--- config.mk ---
export PLATFORM = sky130hd
export DESIGN_NAME = smpd_top
export DESIGN_NICKNAME = d
export VERILOG_FILES = /design/src/shared/smpd_pkg.sv /design/src/design/smpd_lock_ctr.sv /design/src/design/smpd_top.sv
export VERILOG_INCLUDE_DIRS = /design/src /design/src/shared
export SDC_FILE = /design/constraint.sdc
export NUM_CORES = 1
export LEC_CHECK = 0
export CORE_MARGIN = 1.5
export CORE_UTILIZATION = 60
export CTS_CLUSTER_DIAMETER = 50
export CTS_CLUSTER_SIZE = 16
export DETAILED_ROUTE_END_ITERATION = 7
export DONT_BUFFER_PORTS = 1
export HOLD_SLACK_MARGIN = 0.05
export PLACE_DENSITY = 0.73
export SKIP_LAST_GASP = 1
export SLEW_MARGIN = 20
export SYNTH_ARGS = -nofsm -noshare
export SYNTH_HDL_FRONTEND = slang
export SYNTH_SLANG_ARGS = --single-unit
--- constraint.sdc ---
create_clock -name clk_i -period 4.7 [get_ports clk_i]
set_input_delay 0.235 -clock clk_i [delete_from_list [all_inputs] [get_ports clk_i]]
set_output_delay 0.235 -clock clk_i [all_outputs]
set_load 0.1 [all_outputs]
--- src/shared/smpd_params.svh ---
/*
  smpd_params.svh: offsets, field positions, reset values and counts for the
  modulator and power-down control block.
  assumes: included by bare name by the package and the design modules.
*/
`ifndef SMPD_PARAMS_SVH
`define SMPD_PARAMS_SVH

// register byte offsets
`define SMPD_OFS_MOD_CFG 12'h000
`define SMPD_OFS_PD_CFG 12'h004
`define SMPD_OFS_DIV_VAL 12'h008
`define SMPD_OFS_FRAC 12'h00C
`define SMPD_OFS_STATUS 12'h010
`define SMPD_OFS_TEST 12'h014

// mod_cfg fields
`define SMPD_MOD_ORDER_LSB 0
`define SMPD_DITHER_LSB 4
`define SMPD_SLIP_LSB 8
// pd_cfg fields
`define SMPD_MAIN_PD_BIT 0
`define SMPD_AUX_PD_BIT 1
`define SMPD_AUTOPU_BIT 2
// test fields
`define SMPD_TMUX_LSB 0

// reset values: third order, no dither, slip reduction off
`define SMPD_MOD_ORDER_RST 2'h3
`define SMPD_DITHER_RST 2'h0
`define SMPD_SLIP_RST 2'h0
`define SMPD_DIV_RST 23'h000000
`define SMPD_FRAC_RST 24'h000000
`define SMPD_TMUX_RST 2'h0

// lock detect: consecutive good comparisons before lock
`define SMPD_LOCK_COUNT 3'h5
// fastlock timeout length in comparison cycles
`define SMPD_FAST_TIMEOUT 14'h0100

`endif

--- src/shared/smpd_pkg.sv ---
/*
  smpd_pkg.sv: types of the modulator and power-down control block.
  assumes: smpd_params.svh is on the include path.
*/
package smpd_pkg;
  `include "smpd_params.svh"

  // modulator order select encodings
  typedef enum logic [1:0] {
    SMPD_ORDER4 = 2'h0,
    SMPD_ORDER_RSVD = 2'h1,
    SMPD_ORDER2 = 2'h2,
    SMPD_ORDER3 = 2'h3
  } smpd_order_t;

  // dither level encodings
  typedef enum logic [1:0] {
    SMPD_DITHER_LEVEL_OFF = 2'h0,
    SMPD_DITHER_LEVEL_WEAK = 2'h1,
    SMPD_DITHER_LEVEL_STRONG = 2'h2,
    SMPD_DITHER_LEVEL_RSVD = 2'h3
  } smpd_dither_t;

  // slip reduction factor encodings
  typedef enum logic [1:0] {
    SMPD_SLIP_OFF = 2'h0,
    SMPD_SLIP_HALF = 2'h1,
    SMPD_SLIP_QUARTER = 2'h2,
    SMPD_SLIP_SIXTEENTH = 2'h3
  } smpd_slip_t;

  // test output selection
  typedef enum logic [1:0] {
    SMPD_TMUX_LOW = 2'h0,
    SMPD_TMUX_LOCK_MAIN = 2'h1,
    SMPD_TMUX_LOCK_AUX = 2'h2,
    SMPD_TMUX_LOCK_BOTH = 2'h3
  } smpd_tmux_t;

  // loop acquisition state
  typedef enum logic [1:0] {
    SMPD_ST_IDLE = 2'b00,
    SMPD_ST_ACQ = 2'b01,
    SMPD_ST_TRACK = 2'b10
  } smpd_state_t;
endpackage

--- src/design/smpd_lock_ctr.sv ---
/*
  smpd_lock_ctr.sv: per-loop lock detect and fastlock timeout counters.
  assumes: comp_tick_i is a one-cycle enable per comparison cycle; clear_i is
  a one-cycle pulse on a divider write; clk_i is the only clock.
*/
`include "smpd_params.svh"
module smpd_lock_ctr
  import smpd_pkg::*;
(
  input wire logic clk_i,
  input wire logic rst_n_i,
  input wire logic powered_i,
  input wire logic clear_i,
  input wire logic comp_tick_i,
  input wire logic phase_ok_i,
  output logic locked_o,
  output logic fast_active_o
);
  logic [2:0] good_reg;
  logic [13:0] tmo_reg;
  smpd_state_t state_reg;

  // acquisition state: a divider write restarts acquisition
  always_ff @(posedge clk_i) begin
    if (!rst_n_i || !powered_i) begin
      state_reg <= SMPD_ST_IDLE;
    end else if (clear_i) begin
      state_reg <= SMPD_ST_ACQ;
    end else begin
      case (state_reg)
        SMPD_ST_IDLE: state_reg <= SMPD_ST_IDLE;
        SMPD_ST_ACQ: begin
          if (comp_tick_i && tmo_reg == 14'h0001) begin
            state_reg <= SMPD_ST_TRACK;
          end
        end
        SMPD_ST_TRACK: state_reg <= SMPD_ST_TRACK;
        default: state_reg <= SMPD_ST_IDLE;
      endcase
    end
  end

  // fastlock timeout counter, reloaded on divider write
  always_ff @(posedge clk_i) begin
    if (!rst_n_i || !powered_i) begin
      tmo_reg <= 14'h0000;
    end else if (clear_i) begin
      tmo_reg <= `SMPD_FAST_TIMEOUT;
    end else if (comp_tick_i && tmo_reg != 14'h0000) begin
      tmo_reg <= tmo_reg - 14'h0001;
    end
  end

  // lock counter: five good comparisons in a row to declare lock
  always_ff @(posedge clk_i) begin
    if (!rst_n_i || !powered_i || clear_i) begin
      good_reg <= 3'h0;
      locked_o <= 1'b0;
    end else if (comp_tick_i) begin
      if (!phase_ok_i) begin
        good_reg <= 3'h0;
        locked_o <= 1'b0;
      end else if (good_reg == `SMPD_LOCK_COUNT - 3'h1) begin
        locked_o <= 1'b1;
      end else begin
        good_reg <= good_reg + 3'h1;
      end
    end
  end

  assign fast_active_o = (state_reg == SMPD_ST_ACQ);
endmodule // smpd_lock_ctr

--- src/design/smpd_top.sv ---
/*
  smpd_top.sv: modulator settings and power-down control of a dual
  synthesizer, registers on an AHB-Lite slave.
  assumes: one 50 MHz clock, synchronous active-low reset, a single master
  doing single word transfers; chip_en_i may change at any time.
*/
`include "smpd_params.svh"
module smpd_top
  import smpd_pkg::*;
(
  input wire logic clk_i,
  input wire logic rst_n_i,
  input wire logic chip_en_i,
  input wire logic [1:0] phase_ok_i,
  input wire logic hsel,
  input wire logic [31:0] haddr,
  input wire logic [1:0] htrans,
  input wire logic hwrite,
  input wire logic [2:0] hsize,
  input wire logic [31:0] hwdata,
  input wire logic hready,
  output logic [31:0] hrdata,
  output logic hreadyout,
  output logic hresp,
  output logic main_powered_o,
  output logic aux_powered_o,
  output logic [1:0] modulator_order_o,
  output logic [1:0] dither_level_o,
  output logic [1:0] slip_reduction_factor_o,
  output logic [4:0] comp_div_o,
  output logic [1:0] fast_active_o,
  output logic test_out_o
);
  import smpd_pkg::*;

  smpd_order_t modulator_order_sel_reg;
  smpd_dither_t dither_level_reg;
  smpd_slip_t slip_reduction_factor_reg;
  smpd_tmux_t tmux_reg;
  logic main_loop_powerdown_reg;
  logic aux_loop_powerdown_reg;
  logic auto_powerup_on_divider_write_reg;
  logic [22:0] div_reg;
  logic [23:0] frac_reg;
  logic [1:0] autopu_hold_reg;
  logic [3:0] tick_cnt_reg;
  logic [11:0] wr_addr_reg;
  logic wr_pend_reg;
  logic [31:0] rd_next;
  logic div_write;
  logic [1:0] powered;
  logic [1:0] locked;
  logic comp_tick;
  logic lock_view;
  logic [1:0] ctr_on;

  // word address match, decoded in several places
  function automatic logic hit(input logic [11:0] a, input logic [11:0] ofs);
    hit = (a[11:2] == ofs[11:2]);
  endfunction

  // slip factor as a divide ratio of the comparison rate
  function automatic logic [4:0] slip_div(input smpd_slip_t f);
    case (f)
      SMPD_SLIP_HALF: slip_div = 5'h02;
      SMPD_SLIP_QUARTER: slip_div = 5'h04;
      SMPD_SLIP_SIXTEENTH: slip_div = 5'h10;
      default: slip_div = 5'h01;
    endcase
  endfunction

  // bus: zero wait states, always OKAY
  assign hreadyout = 1'b1;
  assign hresp = 1'b0;

  // capture write address phase
  always_ff @(posedge clk_i) begin
    if (!rst_n_i) begin
      wr_pend_reg <= 1'b0;
      wr_addr_reg <= 12'h000;
    end else if (hready) begin
      wr_pend_reg <= hsel && htrans[1] && hwrite;
      wr_addr_reg <= haddr[11:0];
    end
  end

  assign div_write = wr_pend_reg && hit(wr_addr_reg, `SMPD_OFS_DIV_VAL);

  // configuration registers; only a bus write or reset changes them
  always_ff @(posedge clk_i) begin
    if (!rst_n_i) begin
      modulator_order_sel_reg <= smpd_order_t'(`SMPD_MOD_ORDER_RST);
      dither_level_reg <= smpd_dither_t'(`SMPD_DITHER_RST);
      slip_reduction_factor_reg <= smpd_slip_t'(`SMPD_SLIP_RST);
      main_loop_powerdown_reg <= 1'b0;
      aux_loop_powerdown_reg <= 1'b0;
      auto_powerup_on_divider_write_reg <= 1'b0;
      div_reg <= `SMPD_DIV_RST;
      frac_reg <= `SMPD_FRAC_RST;
      tmux_reg <= smpd_tmux_t'(`SMPD_TMUX_RST);
    end else if (wr_pend_reg) begin
      if (hit(wr_addr_reg, `SMPD_OFS_MOD_CFG)) begin
        modulator_order_sel_reg <= smpd_order_t'(hwdata[`SMPD_MOD_ORDER_LSB +: 2]);
        dither_level_reg <= smpd_dither_t'(hwdata[`SMPD_DITHER_LSB +: 2]);
        slip_reduction_factor_reg <= smpd_slip_t'(hwdata[`SMPD_SLIP_LSB +: 2]);
      end
      if (hit(wr_addr_reg, `SMPD_OFS_PD_CFG)) begin
        main_loop_powerdown_reg <= hwdata[`SMPD_MAIN_PD_BIT];
        aux_loop_powerdown_reg <= hwdata[`SMPD_AUX_PD_BIT];
        auto_powerup_on_divider_write_reg <= hwdata[`SMPD_AUTOPU_BIT];
      end
      if (div_write) begin
        div_reg <= hwdata[22:0];
      end
      if (hit(wr_addr_reg, `SMPD_OFS_FRAC)) begin
        frac_reg <= hwdata[23:0];
      end
      if (hit(wr_addr_reg, `SMPD_OFS_TEST)) begin
        tmux_reg <= smpd_tmux_t'(hwdata[`SMPD_TMUX_LSB +: 2]);
      end
    end
  end

  // auto power-up latch: divider write overrides pd bit until pd reprogrammed or chip_en_i goes low
  always_ff @(posedge clk_i) begin
    if (!rst_n_i || !chip_en_i) begin
      autopu_hold_reg <= 2'b00;
    end else if (div_write && auto_powerup_on_divider_write_reg) begin
      autopu_hold_reg <= 2'b11;
    end else if (wr_pend_reg && hit(wr_addr_reg, `SMPD_OFS_PD_CFG)) begin
      autopu_hold_reg <= 2'b00;
    end
  end

  // power state is combinational so enable and pd bits act at once
  assign powered[0] = chip_en_i && (!main_loop_powerdown_reg || autopu_hold_reg[0]);
  assign powered[1] = chip_en_i && (!aux_loop_powerdown_reg || autopu_hold_reg[1]);
  assign main_powered_o = powered[0];
  assign aux_powered_o = powered[1];

  // counters wake on the very divider write that triggers auto power-up
  assign ctr_on = powered | {2{chip_en_i && div_write && auto_powerup_on_divider_write_reg}};

  // comparison tick divider, slowed by the slip factor while the main loop is in acquisition
  always_ff @(posedge clk_i) begin
    if (!rst_n_i || tick_cnt_reg == 4'h0 || div_write) begin
      tick_cnt_reg <= fast_active_o[0] ? 4'(slip_div(slip_reduction_factor_reg) - 5'h01) : 4'h0;
    end else begin
      tick_cnt_reg <= tick_cnt_reg - 4'h1;
    end
  end
  assign comp_tick = (tick_cnt_reg == 4'h0);

  // per-loop lock and timeout counters
  genvar g;
  generate
    for (g = 0; g < 2; g++) begin : g_loop
      smpd_lock_ctr u_ctr (
        .clk_i(clk_i),
        .rst_n_i(rst_n_i),
        .powered_i(ctr_on[g]),
        .clear_i(div_write),
        .comp_tick_i(comp_tick),
        .phase_ok_i(phase_ok_i[g]),
        .locked_o(locked[g]),
        .fast_active_o(fast_active_o[g])
      );
    end
  endgenerate

  // test output: lock view forced low while a viewed loop is down
  always_comb begin
    case (tmux_reg)
      SMPD_TMUX_LOCK_MAIN: lock_view = powered[0] && locked[0];
      SMPD_TMUX_LOCK_AUX: lock_view = powered[1] && locked[1];
      SMPD_TMUX_LOCK_BOTH: lock_view = &(powered & locked);
      default: lock_view = 1'b0;
    endcase
  end
  assign test_out_o = lock_view;

  // settings to the modulator
  assign modulator_order_o = modulator_order_sel_reg;
  assign dither_level_o = dither_level_reg;
  assign slip_reduction_factor_o = slip_reduction_factor_reg;
  assign comp_div_o = slip_div(slip_reduction_factor_reg);

  // read mux
  always_comb begin
    rd_next = 32'h00000000;
    if (hit(haddr[11:0], `SMPD_OFS_MOD_CFG)) begin
      rd_next[`SMPD_MOD_ORDER_LSB +: 2] = modulator_order_sel_reg;
      rd_next[`SMPD_DITHER_LSB +: 2] = dither_level_reg;
      rd_next[`SMPD_SLIP_LSB +: 2] = slip_reduction_factor_reg;
    end else if (hit(haddr[11:0], `SMPD_OFS_PD_CFG)) begin
      rd_next[`SMPD_MAIN_PD_BIT] = main_loop_powerdown_reg;
      rd_next[`SMPD_AUX_PD_BIT] = aux_loop_powerdown_reg;
      rd_next[`SMPD_AUTOPU_BIT] = auto_powerup_on_divider_write_reg;
    end else if (hit(haddr[11:0], `SMPD_OFS_DIV_VAL)) begin
      rd_next[22:0] = div_reg;
    end else if (hit(haddr[11:0], `SMPD_OFS_FRAC)) begin
      rd_next[23:0] = frac_reg;
    end else if (hit(haddr[11:0], `SMPD_OFS_STATUS)) begin
      rd_next[7:0] = {fast_active_o, locked, autopu_hold_reg, powered};
    end else if (hit(haddr[11:0], `SMPD_OFS_TEST)) begin
      rd_next[1:0] = tmux_reg;
    end
  end

  // read data registered at the address phase
  always_ff @(posedge clk_i) begin
    if (!rst_n_i) begin
      hrdata <= 32'h00000000;
    end else if (hready && hsel && htrans[1] && !hwrite) begin
      hrdata <= rd_next;
    end
  end
endmodule // smpd_top

======== Word-level counts from Yosys, hierarchy flattened ========
Cells that the tools add are included.
word-level totals
  output and inout port bits .............. 50
  input bits .............................. 77
  register bits ........................... 141
  logic and storage cells ................. 159
operators by class
  reduce and logical (&&, ||, !) cells .... 54
  eq/ne operators ......................... 31
  $add $sub $neg .......................... 6
  mux-type cells .......................... 40
  bitwise logic cells ..................... 2
operators with widths
  cell                                                                   number
  10-bit by 2-bit == test with 1-bit output (second input constant)      4
  9-bit two-way mux                                                      4
  10-bit by 3-bit == test with 1-bit output (second input constant)      3
  14-bit by 1-bit == test with 1-bit output (second input constant)      2
  14-bit nonzero test                                                    2
  14-bit by 1-bit subtractor with 14-bit output (second input constant)  2
  23-bit two-way mux                                                     1
  2-bit two-way mux                                                      11
  21-bit two-way mux                                                     1
  10-bit by 1-bit == test with 1-bit output (second input constant)      2
  10-bit logical NOT                                                     2
  2-bit AND reduction                                                    10
  1-bit logical AND                                                      18
  16-bit two-way mux                                                     1
  3-bit two-way mux                                                      5
  5-bit one-hot mux with 3 select lines                                  1
  14-bit two-way mux                                                     1
  2-bit == test (second input constant)                                  6
  4-bit two-way mux                                                      3
  1-bit logical OR                                                       9
  2-bit by 1-bit == test with 1-bit output (second input constant)       4
  8-bit two-way mux                                                      1
  2-bit inequality test (second input constant)                          4
  2-bit one-hot mux with 2 select lines                                  2
  14 further kinds                                                       34

======== Logic depth before layout (Yosys ltp) ========
Gate-level depths: netlist (run 1).
  word-level depth ........................ 8
  depth in mapped cells ................... 8
  gate-level depth less buffers ........... 7

======== Cells and area by module ========
A second synthesis (run 1) with hierarchy kept.
unflattened totals
  cells, all modules ...................... 737
  area, all modules ....................... 6452.4 um^2
by module, submodules not included
  module                           cells each  seq. area each (um^2)  area each (um^2)  instances
  smpd_top                         493         1961.9                 4372.9            1
  smpd_lock_ctr (g_loop[0].u_ctr)  122         400.4                  1046.0            1
  smpd_lock_ctr (g_loop[1].u_ctr)  122         400.4                  1033.5            1

======== Worst setup path before layout (run 1) ========
No wires, ideal clock.
  path kind ............................... input -> output
  start point ............................. in chip_en_i
  end point ............................... out test_out_o
  arrival time ............................ 3.789 ns
  stages on the path ...................... 4
  path slack .............................. 0.676 ns
  required time ........................... 4.465 ns
  cell sequence ........................... clkbuf_1 > and2_1 > a21boi_0 > a211oi_1
between the ends
  word-level cells in the longest chain between the ends .. 4
  elaborated cells on any way between the ends .. 7
  classes of those cells .................. mux: 1; bitwise: 1; reduce/logical: 5
RTL lines
  item                                       RTL line         RTL
  from (decl)                                smpd_top.sv:13   input wire logic chip_en_i,
  1-bit logical AND (*)                      smpd_top.sv:136  assign powered[0] = chip_en_i && (!main_loop_powerdown_reg || autopu_hold_reg[0]);
  named net main_powered_o                   smpd_top.sv:25   output logic main_powered_o,
  2-bit AND                                  smpd_top.sv:176  SMPD_TMUX_LOCK_BOTH: lock_view = &(powered & locked);
  2-bit AND reduction                        smpd_top.sv:176
  1-bit one-hot mux with 3 select lines (*)  smpd_top.sv:173  case (tmux_reg)
  to (decl)                                  smpd_top.sv:32   output logic test_out_o
The timed path passes the listed nets; every way through them passes the cells marked *.

======== Worst setup path in the final report (run 1) ========
  start point ............................. reg autopu_hold_reg[0]
  end point ............................... out test_out_o
between the ends
  word-level cells in the longest chain between the ends .. 5
  elaborated cells on any way between the ends .. 6
  classes of those cells .................. mux: 1; bitwise: 1; reduce/logical: 4
RTL lines
  item                                       RTL line         RTL
  from (decl)                                smpd_top.sv:45   logic [1:0] autopu_hold_reg;
  from (signal assigned)                     smpd_top.sv:127  autopu_hold_reg <= 2'b00;
  from (signal assigned)                     smpd_top.sv:129  autopu_hold_reg <= 2'b11;
  from (signal assigned)                     smpd_top.sv:131  autopu_hold_reg <= 2'b00;
  1-bit logical OR (*)                       smpd_top.sv:136
  1-bit logical AND (*)                      smpd_top.sv:136
  2-bit AND                                  smpd_top.sv:176
  2-bit AND reduction                        smpd_top.sv:176
  1-bit one-hot mux with 3 select lines (*)  smpd_top.sv:173
Mark *: on every way between the ends. The rest lies on a longest branch, timed or not.

==> implementation parameters, run 1 <==
Parameter                              Value

Status
  Result of the run ... complete, no violations

Setup path
  Crit-path max FO ... 5
  Sort of element at the start of the critical path ... flip-flop
  Category of cells accounting for the largest share of critical-path delay ... simple AND/OR/NAND/NOR gates
  Critical-path cell list ... nand2b_1, and2_1, nand2_1, a211oi_4
  Buffer and inverter count on the worst path ... 0
  Category of the most critical setup path ... flip-flop to output pin
  Delay of the slowest critical-path stage ... 0.96 ns
  Register-to-register setup slack ... 2.17 ns
  Critical-path cell with the highest stage delay ... a211oi_4
  Critical Path End Type ... output pin
  Arrival time at the worst endpoint ... 3.11 ns
  Critical Path RT ... 4.47 ns

Clocking
  Number of buffers added for setup after CTS ... 0
  Worst skew pair latency ... 0.51 ns
  Register clock-pin slew on the reported worst setup and hold paths ... 0.06 ns
  TritonCTS clock tree ... built
  Number of buffers created by CTS ... 17
  Quantity of gates resized following cts ... 0
  Deepest level of the CTS H-tree ... 4
  Cell at the root of the clock tree ... clkbuf_8
  Num Clock Sinks ... 138
  Max clock buf depth ... 2

Layout
  Max FFs per register ... 28
  Ratio of cells with drive above 1 in the final layout ... 8.491%
  Area grow syn2layout ... 17.90%
  Footprint of the multi-input gates ... 3152 um^2
  Core Util, Final ... 73.69%
  Total number of nets in the final design ... 818
  Layout Cells excl Fill ... 877
  Commonest non-fill, non-tap cell in the layout ... dfxtp_1
  Filler cells ... 721
  Area occupied by registers ... 2763 um^2
  Post-Layout Inst Area ... 7269 um^2
  Highest-count cells in the layout ignoring fill and taps ... 138 x dfxtp_1, 88 x nand2_1, 84 x nor2_1, 62 x mux2i_1, 55 x a21oi_1

Timing
  Setup TNS ... 0 ns
  Setup repair after global routing missed its margin ... no
  Number of endpoints with negative hold slack in the final report ... 0
  Final critical-path required period ... 3.343 ns
  Slack of the critical path ... 1.358 ns
  Setup Skew ... 0.009073 ns
  Final period utilization ... 71.12%
  Maximum clock frequency ... 299.2 MHz
  Setup Viol. Count Final ... 0
  Pins over their slew limit ... 0
  Remaining max-slew budget at the tightest pin ... 22.17%
  Worst-Margin Slew ... 1.167 ns

Floorplanning
  Die Wd ... 104.4 um
  Core Region ... 9864 um^2
  Initial Util ... 62.51%
  Row count ... 36
  Full die area ... 10,890 um^2
  I/O pin cnt ... 127
  Chip height ... 104.4 um

Synthesis
  Synthesized area per cell ... 8.808 um^2
  Part of the Yosys area used for sequential elements ... 44.81%
  Post-synthesis cell count ... 700
  Synthesized flop and latch total ... 138
  Xor-xnor portion of the synthesized cell area ... 3.267%
  Number of enable flip-flop cells after synthesis ... 0
  Yosys top cell area share ... 44.81%
  Summed instance area of the synthesized netlist ... 6166 um^2
  Main area contributors after synthesis ... dfxtp_1 45%, mux2i_1 10%, nand2_1 5.4%, nor2_1 5.2%, a21oi_1 4.5%
  Async set or reset register ratio after synthesis ... 0%
  Multiplexer share of the synthesized area ... 10.25%
  Most instantiated flip-flop cell in the synthesis netlist ... dfxtp_1
  Area fraction in compound gates after synthesis ... 12.99%
  Largest area contributor in the netlist ... dfxtp_1
  Adder-cell share of the synthesized area ... 2.232%
  Main combinational cell family by area after synthesis ... simple AND/OR/NAND/NOR gates
  Count of distinct cell types in the synthesized netlist ... 60
  Ys Warns ... 0
  Simple-Gate Fraction of Synth Area ... 21.27%

GRT
  Global-route wire length before repair ... 24,190 um
  Number of global-route vias before repair ... 5,016
  Overall track demand over capacity in global routing ... 27.61%
  Antenna violations before repair ... 2
  Pin count of the biggest net entering global routing ... 75
  Global-route congestion overflow total ... 0

Placement
  Instance count after placement with tap cells included ... 798
  Weighted congestion reported at the end of routability-driven placement ... 0.8128
  Final HPWL DP ... 9246 um
  Worst slack at placement ... 1.877 ns
  I/O Buffers ... 0
  Placement-stage cell area ... 6195 um^2

Drt
  Final WL ... 14,650 um
  TritonRoute pass-1 iters ... 4
  Drt initial violations ... 324
  Antenna Violating Nets Remaining ... 0
  DRC viols ... 0
  Post-DR wirelength/cell ... 16.71 um
  Detailed-route via count ... 5,186
  Average vias per placed instance ... 5.913

Run
  Max capacitance violation total ... 0

Min path
  Path category of the worst min-delay check ... input port to flip-flop

Power and ir drop
  Lkg Pwr ... 2.783 nW
  Worst-case vdd ir drop ... 0.0002030 V
  PwrDens ... 404.6 nW/um^2
[where the power goes]
| part | switching, mW | internal [mW] | leakage [nW] |
|---|---|---|---|
| sequential | 0.0262 | 1.20 | 1.11 |
| clock | 0.486 | 0.856 | 0.284 |
| combinational | 0.245 | 0.132 | 1.38 |
[path summary, 6_finish.rpt]
| check | from | end | depth (start not counted) |
|---|---|---|---|
| max | autopu_hold_reg[0]$_SDFFE_PP0P_ | test_out_o | 4 |
| min | phase_ok_i[1] | g_loop[1].u_ctr.good_reg[1]$_SDFFE_PP0P_ | 3 |
| max reg2reg | wr_addr_reg[4]$_SDFFE_PN0P_ | g_loop[1].u_ctr.state_reg[1]$_SDFFE_PP0P_ | 6 |
| min reg2reg | div_reg[18]$_SDFFE_PN0P_ | div_reg[18]$_SDFFE_PN0P_ | 2 |
[area by class of cell]
cell class | count | share of cell area [%]
Clock inverter | 12 | 2.410
Timing Repair Buffer | 54 | 7.298
Sequential cell | 138 | 38.00
Inverter | 15 | 0.7745
Tap cell | 133 | 2.289
Clock buffer | 19 | 5.800
Multi-Input combinational cell | 504 | 43.36
Antenna cell | 2 | 0.06885
[synth_stat cells, types with 10 or more instances]
library cell,number
a21oi_1,55
buf_2,10
buf_4,13
clkbuf_1,24
dfxtp_1,138
ha_1,11
inv_1,15
mux2i_1,62
nand2_1,88
nand3_1,12
nor2_1,85
nor3_1,10
o21ai_0,30
xnor2_1,16
[worst reg2reg max path: stages, from the launching register on]
cell and delay, ns:
dfxtp_1 0.36, nor4_1 0.64, nand4b_1 0.19, buf_4 0.28
nand2b_1 0.56, nor2_1 0.09, mux2_2 0.29
[logic make-up after synthesis]
logic type	Yosys count
simple gates	263
flops	138
compound gates	133
buf+inv	67
mux	63
xor+xnor	23
fa+ha+maj	11
other cells	2
[stage by stage]
stage	power [mW]	hold WS (ns)
floorplan	1.528	0.3635
global placement	1.559	0.3022
detailed placement	1.572	0.3058
CTS	2.948	0.05003
global route	3.047	0.07939
finish	2.941	0.06652
[what timing repair did]
action,4_1_cts,5_1_grt
hold buffers,46,0
hold endpoints to repair,108,0
endpoints found under the setup margin,0,0
[metal layers]
| layer | vias up | global-route usage (%) | share of wire [%] |
|---|---|---|---|
| met5 | - | 0 | 0 |
| met4 | 0 | 9.921 | 1.9 |
| met3 | 22 | 8.271 | 6.8 |
| met2 | 172 | 46.71 | 50 |
| met1 | 2505 | 33.12 | 42 |
| li1 | 2487 | - | - |
(Power assumes the default switching activity.)
==> run 2: changes to the inputs <==
--- a/config.mk
+++ b/config.mk
@@ -6,6 +6,7 @@
 export SDC_FILE = /design/constraint.sdc
 export NUM_CORES = 1
 export LEC_CHECK = 0
+export ABC_AREA = 1
 export CORE_MARGIN = 1.5
 export CORE_UTILIZATION = 60
 export CTS_CLUSTER_DIAMETER = 50
==> constraint.sdc (replaced) <==
create_clock -name clk_i -period 3.19 [get_ports clk_i]
set_input_delay 0.1595 -clock clk_i [delete_from_list [all_inputs] [get_ports clk_i]]
set_output_delay 0.1595 -clock clk_i [all_outputs]
set_load 0.1 [all_outputs]
==> run 2 against run 1 <==
- worst hold slack improved by 0.011 ns
- critical path type is now flip-flop to flip-flop
- cell area increased by 8.1%
- first-iteration DRC count increased by 84%
- largest cell class unchanged
- global-route usage increased by 4.4 points
==> implementation parameters, run 2 <==
Parameter                              Value

Floorplanning
  Core Region ... 10,460 um^2 (+6.1%)
  Chip height ... 107.5 um (+3.0%)
  I/O pin cnt ... 127 (unchanged)
  Row count ... 37 (+2.8%)
  Initial Util ... 62.62% (+0.11 points)
  Die Wd ... 107.5 um (+3.0%)
  Full die area ... 11,560 um^2 (+6.1%)

Min path
  Min-Delay Path Depth ... 6 (+3)
  Hold-critical path endpoint ... hrdata[6]$_SDFFE_PN0P_
  Path category of the worst min-delay check ... input port to flip-flop
  Hold wc startpoint ... haddr[3]

Power and ir drop
  Lkg Pwr ... 3.172 nW (+14%)
  Design internal power ... 3.834 mW (+76%)
  Clock power share ... 30.5% (-15 points)
  Part of the power in registers ... 32.9% (-8.7 points)
  PwrDens ... 784.8 nW/um^2 (+94%)
  Share of total power consumed by net switching ... 37.81% (+12 points)
  Worst-case vdd ir drop ... 0.0007553 V (+270%)
  Sw Pwr ... 2.331 mW (+210%)
  Combinational cell fraction of total power ... 36.6% (+24 points)

Setup path
  Critical register-to-register path startpoint ... wr_addr_reg[8]$_SDFFE_PN0P_
  Critical-path cell with the highest stage delay ... dlygate4sd3_1
  Critical Path End Type ... flip-flop
  CP dominant cell by count ... nor2_1
  Arrival time at the worst endpoint ... 2.84 ns (-0.27 ns)
  Register-to-register setup slack ... 0.77 ns (-1.40 ns)
  Crit-path max FO ... 24 (+19)
  Sort of element at the start of the critical path ... flip-flop
  Critical Path RT ... 3.60 ns (-0.87 ns)
  Category of the most critical setup path ... flip-flop to flip-flop
  Worst flop-to-flop path endpoint ... modulator_order_o[0]$_SDFFE_PN1P_
  Cells on worst reg2reg path ... 8 (+2)
  Delay of the slowest critical-path stage ... 0.58 ns (-0.38 ns)
  Critical-path cell list ... nor2_1, nand4_1, buf_4, nor2_1, nand3_1, nand2_1, o211ai_1, dlygate4sd3_1

Synthesis
  Number of enable flip-flop cells after synthesis ... 0 (unchanged)
  Part of the Yosys area used for sequential elements ... 42.17% (-2.6 points)
  Cell types with the highest counts after synthesis ... 168 x nand2_1, 138 x dfxtp_1, 105 x nor2_1, 100 x a21oi_1, 90 x inv_1
  Main area contributors after synthesis ... dfxtp_1 42%, nand2_1 9.6%, a21oi_1 7.6%, nor2_1 6.0%, o21ai_0 5.9%
  Ys Warns ... 0 (unchanged)
  Largest area contributor in the netlist ... dfxtp_1
  Summed instance area of the synthesized netlist ... 6551 um^2 (+6.2%)
  Library cell with the highest instance count after synthesis ... nand2_1
  Synthesized area per cell ... 7.231 um^2 (-18%)
  Count of distinct cell types in the synthesized netlist ... 43 (-28%)
  Post-synthesis cell count ... 906 (+29%)
  Async set or reset register ratio after synthesis ... 0% (unchanged)
  Synthesized flop and latch total ... 138 (unchanged)
  Most instantiated flip-flop cell in the synthesis netlist ... dfxtp_1
  Yosys top cell area share ... 42.17% (-2.6 points)

GRT
  Global-route wire length before repair ... 28,840 um (+19%)
  Overall track demand over capacity in global routing ... 32.06% (+4.4 points)
  Pin count of the biggest net entering global routing ... 72 (-4.0%)
  Number of global-route vias before repair ... 6,102 (+22%)
  Antenna violations before repair ... 0 (-2)
  Global-route congestion overflow total ... 0 (unchanged)

Drt
  TritonRoute pass-1 iters ... 6 (+2)
  DRC viols ... 0 (unchanged)
  Total length of routed met3 wires ... 1231 um (+24%)
  Post-DR wirelength/cell ... 15.92 um (-4.7%)
  Detailed-route via count ... 6,405 (+24%)
  Average vias per placed instance ... 5.744 (-2.9%)
  Routed length on met2 ... 8817 um (+21%)
  Routed metal-1 wire length ... 7241 um (+19%)
  Final WL ... 17,750 um (+21%)
  Drt initial violations ... 597 (+84%)
  Antenna Violating Nets Remaining ... 0 (unchanged)
  Max Used Layer ... met4

Clocking
  Number of buffers added for setup after CTS ... 0 (unchanged)
  Worst skew pair latency ... 0.53 ns (+0.02 ns)
  Register clock-pin slew on the reported worst setup and hold paths ... 0.06 ns (about the same)
  TritonCTS clock tree ... built
  Cell at the root of the clock tree ... clkbuf_8
  Max clock buf depth ... 2 (unchanged)
  Number of buffers created by CTS ... 17 (unchanged)
  Deepest level of the CTS H-tree ... 4 (unchanged)
  Num Clock Sinks ... 138 (unchanged)

Timing
  Number of endpoints with negative hold slack in the final report ... 0 (unchanged)
  Setup Skew ... 0.007042 ns (-0.002032 ns)
  Setup Viol. Count Final ... 0 (unchanged)
  Setup repair after global routing missed its margin ... no
  Setup TNS ... 0 ns (unchanged)
  Maximum clock frequency ... 412.4 MHz
  Remaining max-slew budget at the tightest pin ... 33.77% (+12 points)
  Worst-Margin Slew ... 0.9921 ns (-0.1753 ns)
  Pins over their slew limit ... 0 (unchanged)
  Final critical-path required period ... 2.425 ns
  Final period utilization ... 76.02%

Layout
  Max FFs per register ... 28 (unchanged)
  Number of antenna cells inserted ... 0 (-2)
  Ratio of cells with drive above 1 in the final layout ... 7.967% (-0.52 points)
  Commonest non-fill, non-tap cell in the layout ... nand2_1
  Filler cells ... 770 (+6.8%)
  Area grow syn2layout ... 19.92%
  Total number of nets in the final design ... 1,057 (+29%)
  Core Util, Final ... 75.09% (+1.4 points)
  Highest-count cells in the layout ignoring fill and taps ... 168 x nand2_1, 138 x dfxtp_1, 101 x nor2_1, 98 x a21oi_1, 90 x inv_1

Run
  Max capacitance violation total ... 0 (unchanged)

Status
  Result of the run ... complete, no violations

Placement
  Final HPWL DP ... 10,970 um (+19%)
  Weighted congestion reported at the end of routability-driven placement ... 0.9300 (+14%)
  I/O Buffers ... 0 (unchanged)
-- run 2: changes by cell type in the layout (fill, tap and decap cells not counted), moves of 43 or more --
cell	previous run	this run
a21oi_1	55	98
inv_1	14	90
mux2i_1	62	0
nand2_1	88	168
o21ai_0	30	77
-- run 2: metal layers --
layer / up-vias / GRT usage [%]
met1: 3012 / 37.32
met5: - / 0
met4: 0 / 13.06
met2: 260 / 56.69
li1: 3083 / -
met3: 50 / 7.324
-- run 2: repair_timing --
action	4_1_cts	5_1_grt
hold buffers	65	0
endpoints found under the hold margin	115	0
resized for setup	0	0
-- run 2: metrics by stage --
stage          setup slack [ns]  instances  power, mW  cell area, um^2  hold WS (ns)
2_1_floorplan           0.05495        915      3.884             6585        0.2944
3_3_place_gp              1.149       1021      4.120             6626        0.2525
3_5_place_dp              1.063       1021      4.211             6626        0.2546
4_1_cts                  0.9009       1115      6.164             7856       0.05484
5_1_grt                  0.5531       1115      6.553             7856       0.07310
6_report                 0.7650       1115      6.166             7856       0.07709
-- run 2: worst max-delay path by stage --
stage,slack [ns],endpoint,depth (start not counted),startpoint
after floorplan,0.05,test_out_o,6,autopu_hold_reg[0]$_SDFFE_PP0P_
final,0.77,modulator_order_o[0]$_SDFFE_PN1P_,8,wr_addr_reg[8]$_SDFFE_PN0P_
after global placement,1.15,g_loop[0].u_ctr.tmo_reg[8]$_SDFFE_PP0P_,11,g_loop[0].u_ctr.tmo_reg[0]$_SDFFE_PP0P_
after global routing,0.55,modulator_order_o[0]$_SDFFE_PN1P_,8,wr_addr_reg[8]$_SDFFE_PN0P_
after CTS,0.90,modulator_order_o[0]$_SDFFE_PN1P_,8,wr_addr_reg[8]$_SDFFE_PN0P_
after detailed placement,1.06,g_loop[0].u_ctr.tmo_reg[8]$_SDFFE_PP0P_,10,tick_cnt_reg[0]$_DFF_P_
-- run 2: cells by family (layout without fill, tap and decap cells) --
family	after synthesis	after routing	share of synthesized area (%)
simple gates	369	369	25.00
compound gates	217	217	17.32
buf+inv	145	209	10.08
flops	138	138	42.17
xor+xnor	24	24	3.209
fa+ha+maj	11	11	2.101
other cells	2	11	0.1146
-- run 2: area by class of cell --
| class | count | area [um^2] | area share, % |
|---|---|---|---|
| multi-input cells | 632 | 3179 | 40.47 |
| flip-flops and latches | 138 | 2763 | 35.16 |
| repair buffers | 87 | 833.3 | 10.61 |
| clock buffers | 19 | 441.7 | 5.622 |
| inverters | 93 | 349.1 | 4.443 |
| well taps | 136 | 170.2 | 2.166 |
| clock inverters | 10 | 120.1 | 1.529 |
-- run 2: power by group through the flow --
| stage | combinational, mW | sequential, mW | clock, mW |
|---|---|---|---|
| floorplan | 1.85 | 2.03 | 0 |
| global placement | 2.07 | 2.05 | 0 |
| detailed placement | 2.15 | 2.06 | 0 |
| CTS | 2.24 | 2.03 | 1.89 |
| global route | 2.53 | 2.05 | 1.98 |
| finish | 2.26 | 2.03 | 1.88 |
-- run 2: worst max-delay path, delay by kind of cell (launching register included) --
family | cells | cell delay [ns]
simple gates | 5 | 1.04
flops | 1 | 0.33
compound gates | 1 | 0.09
buf+inv | 2 | 0.83
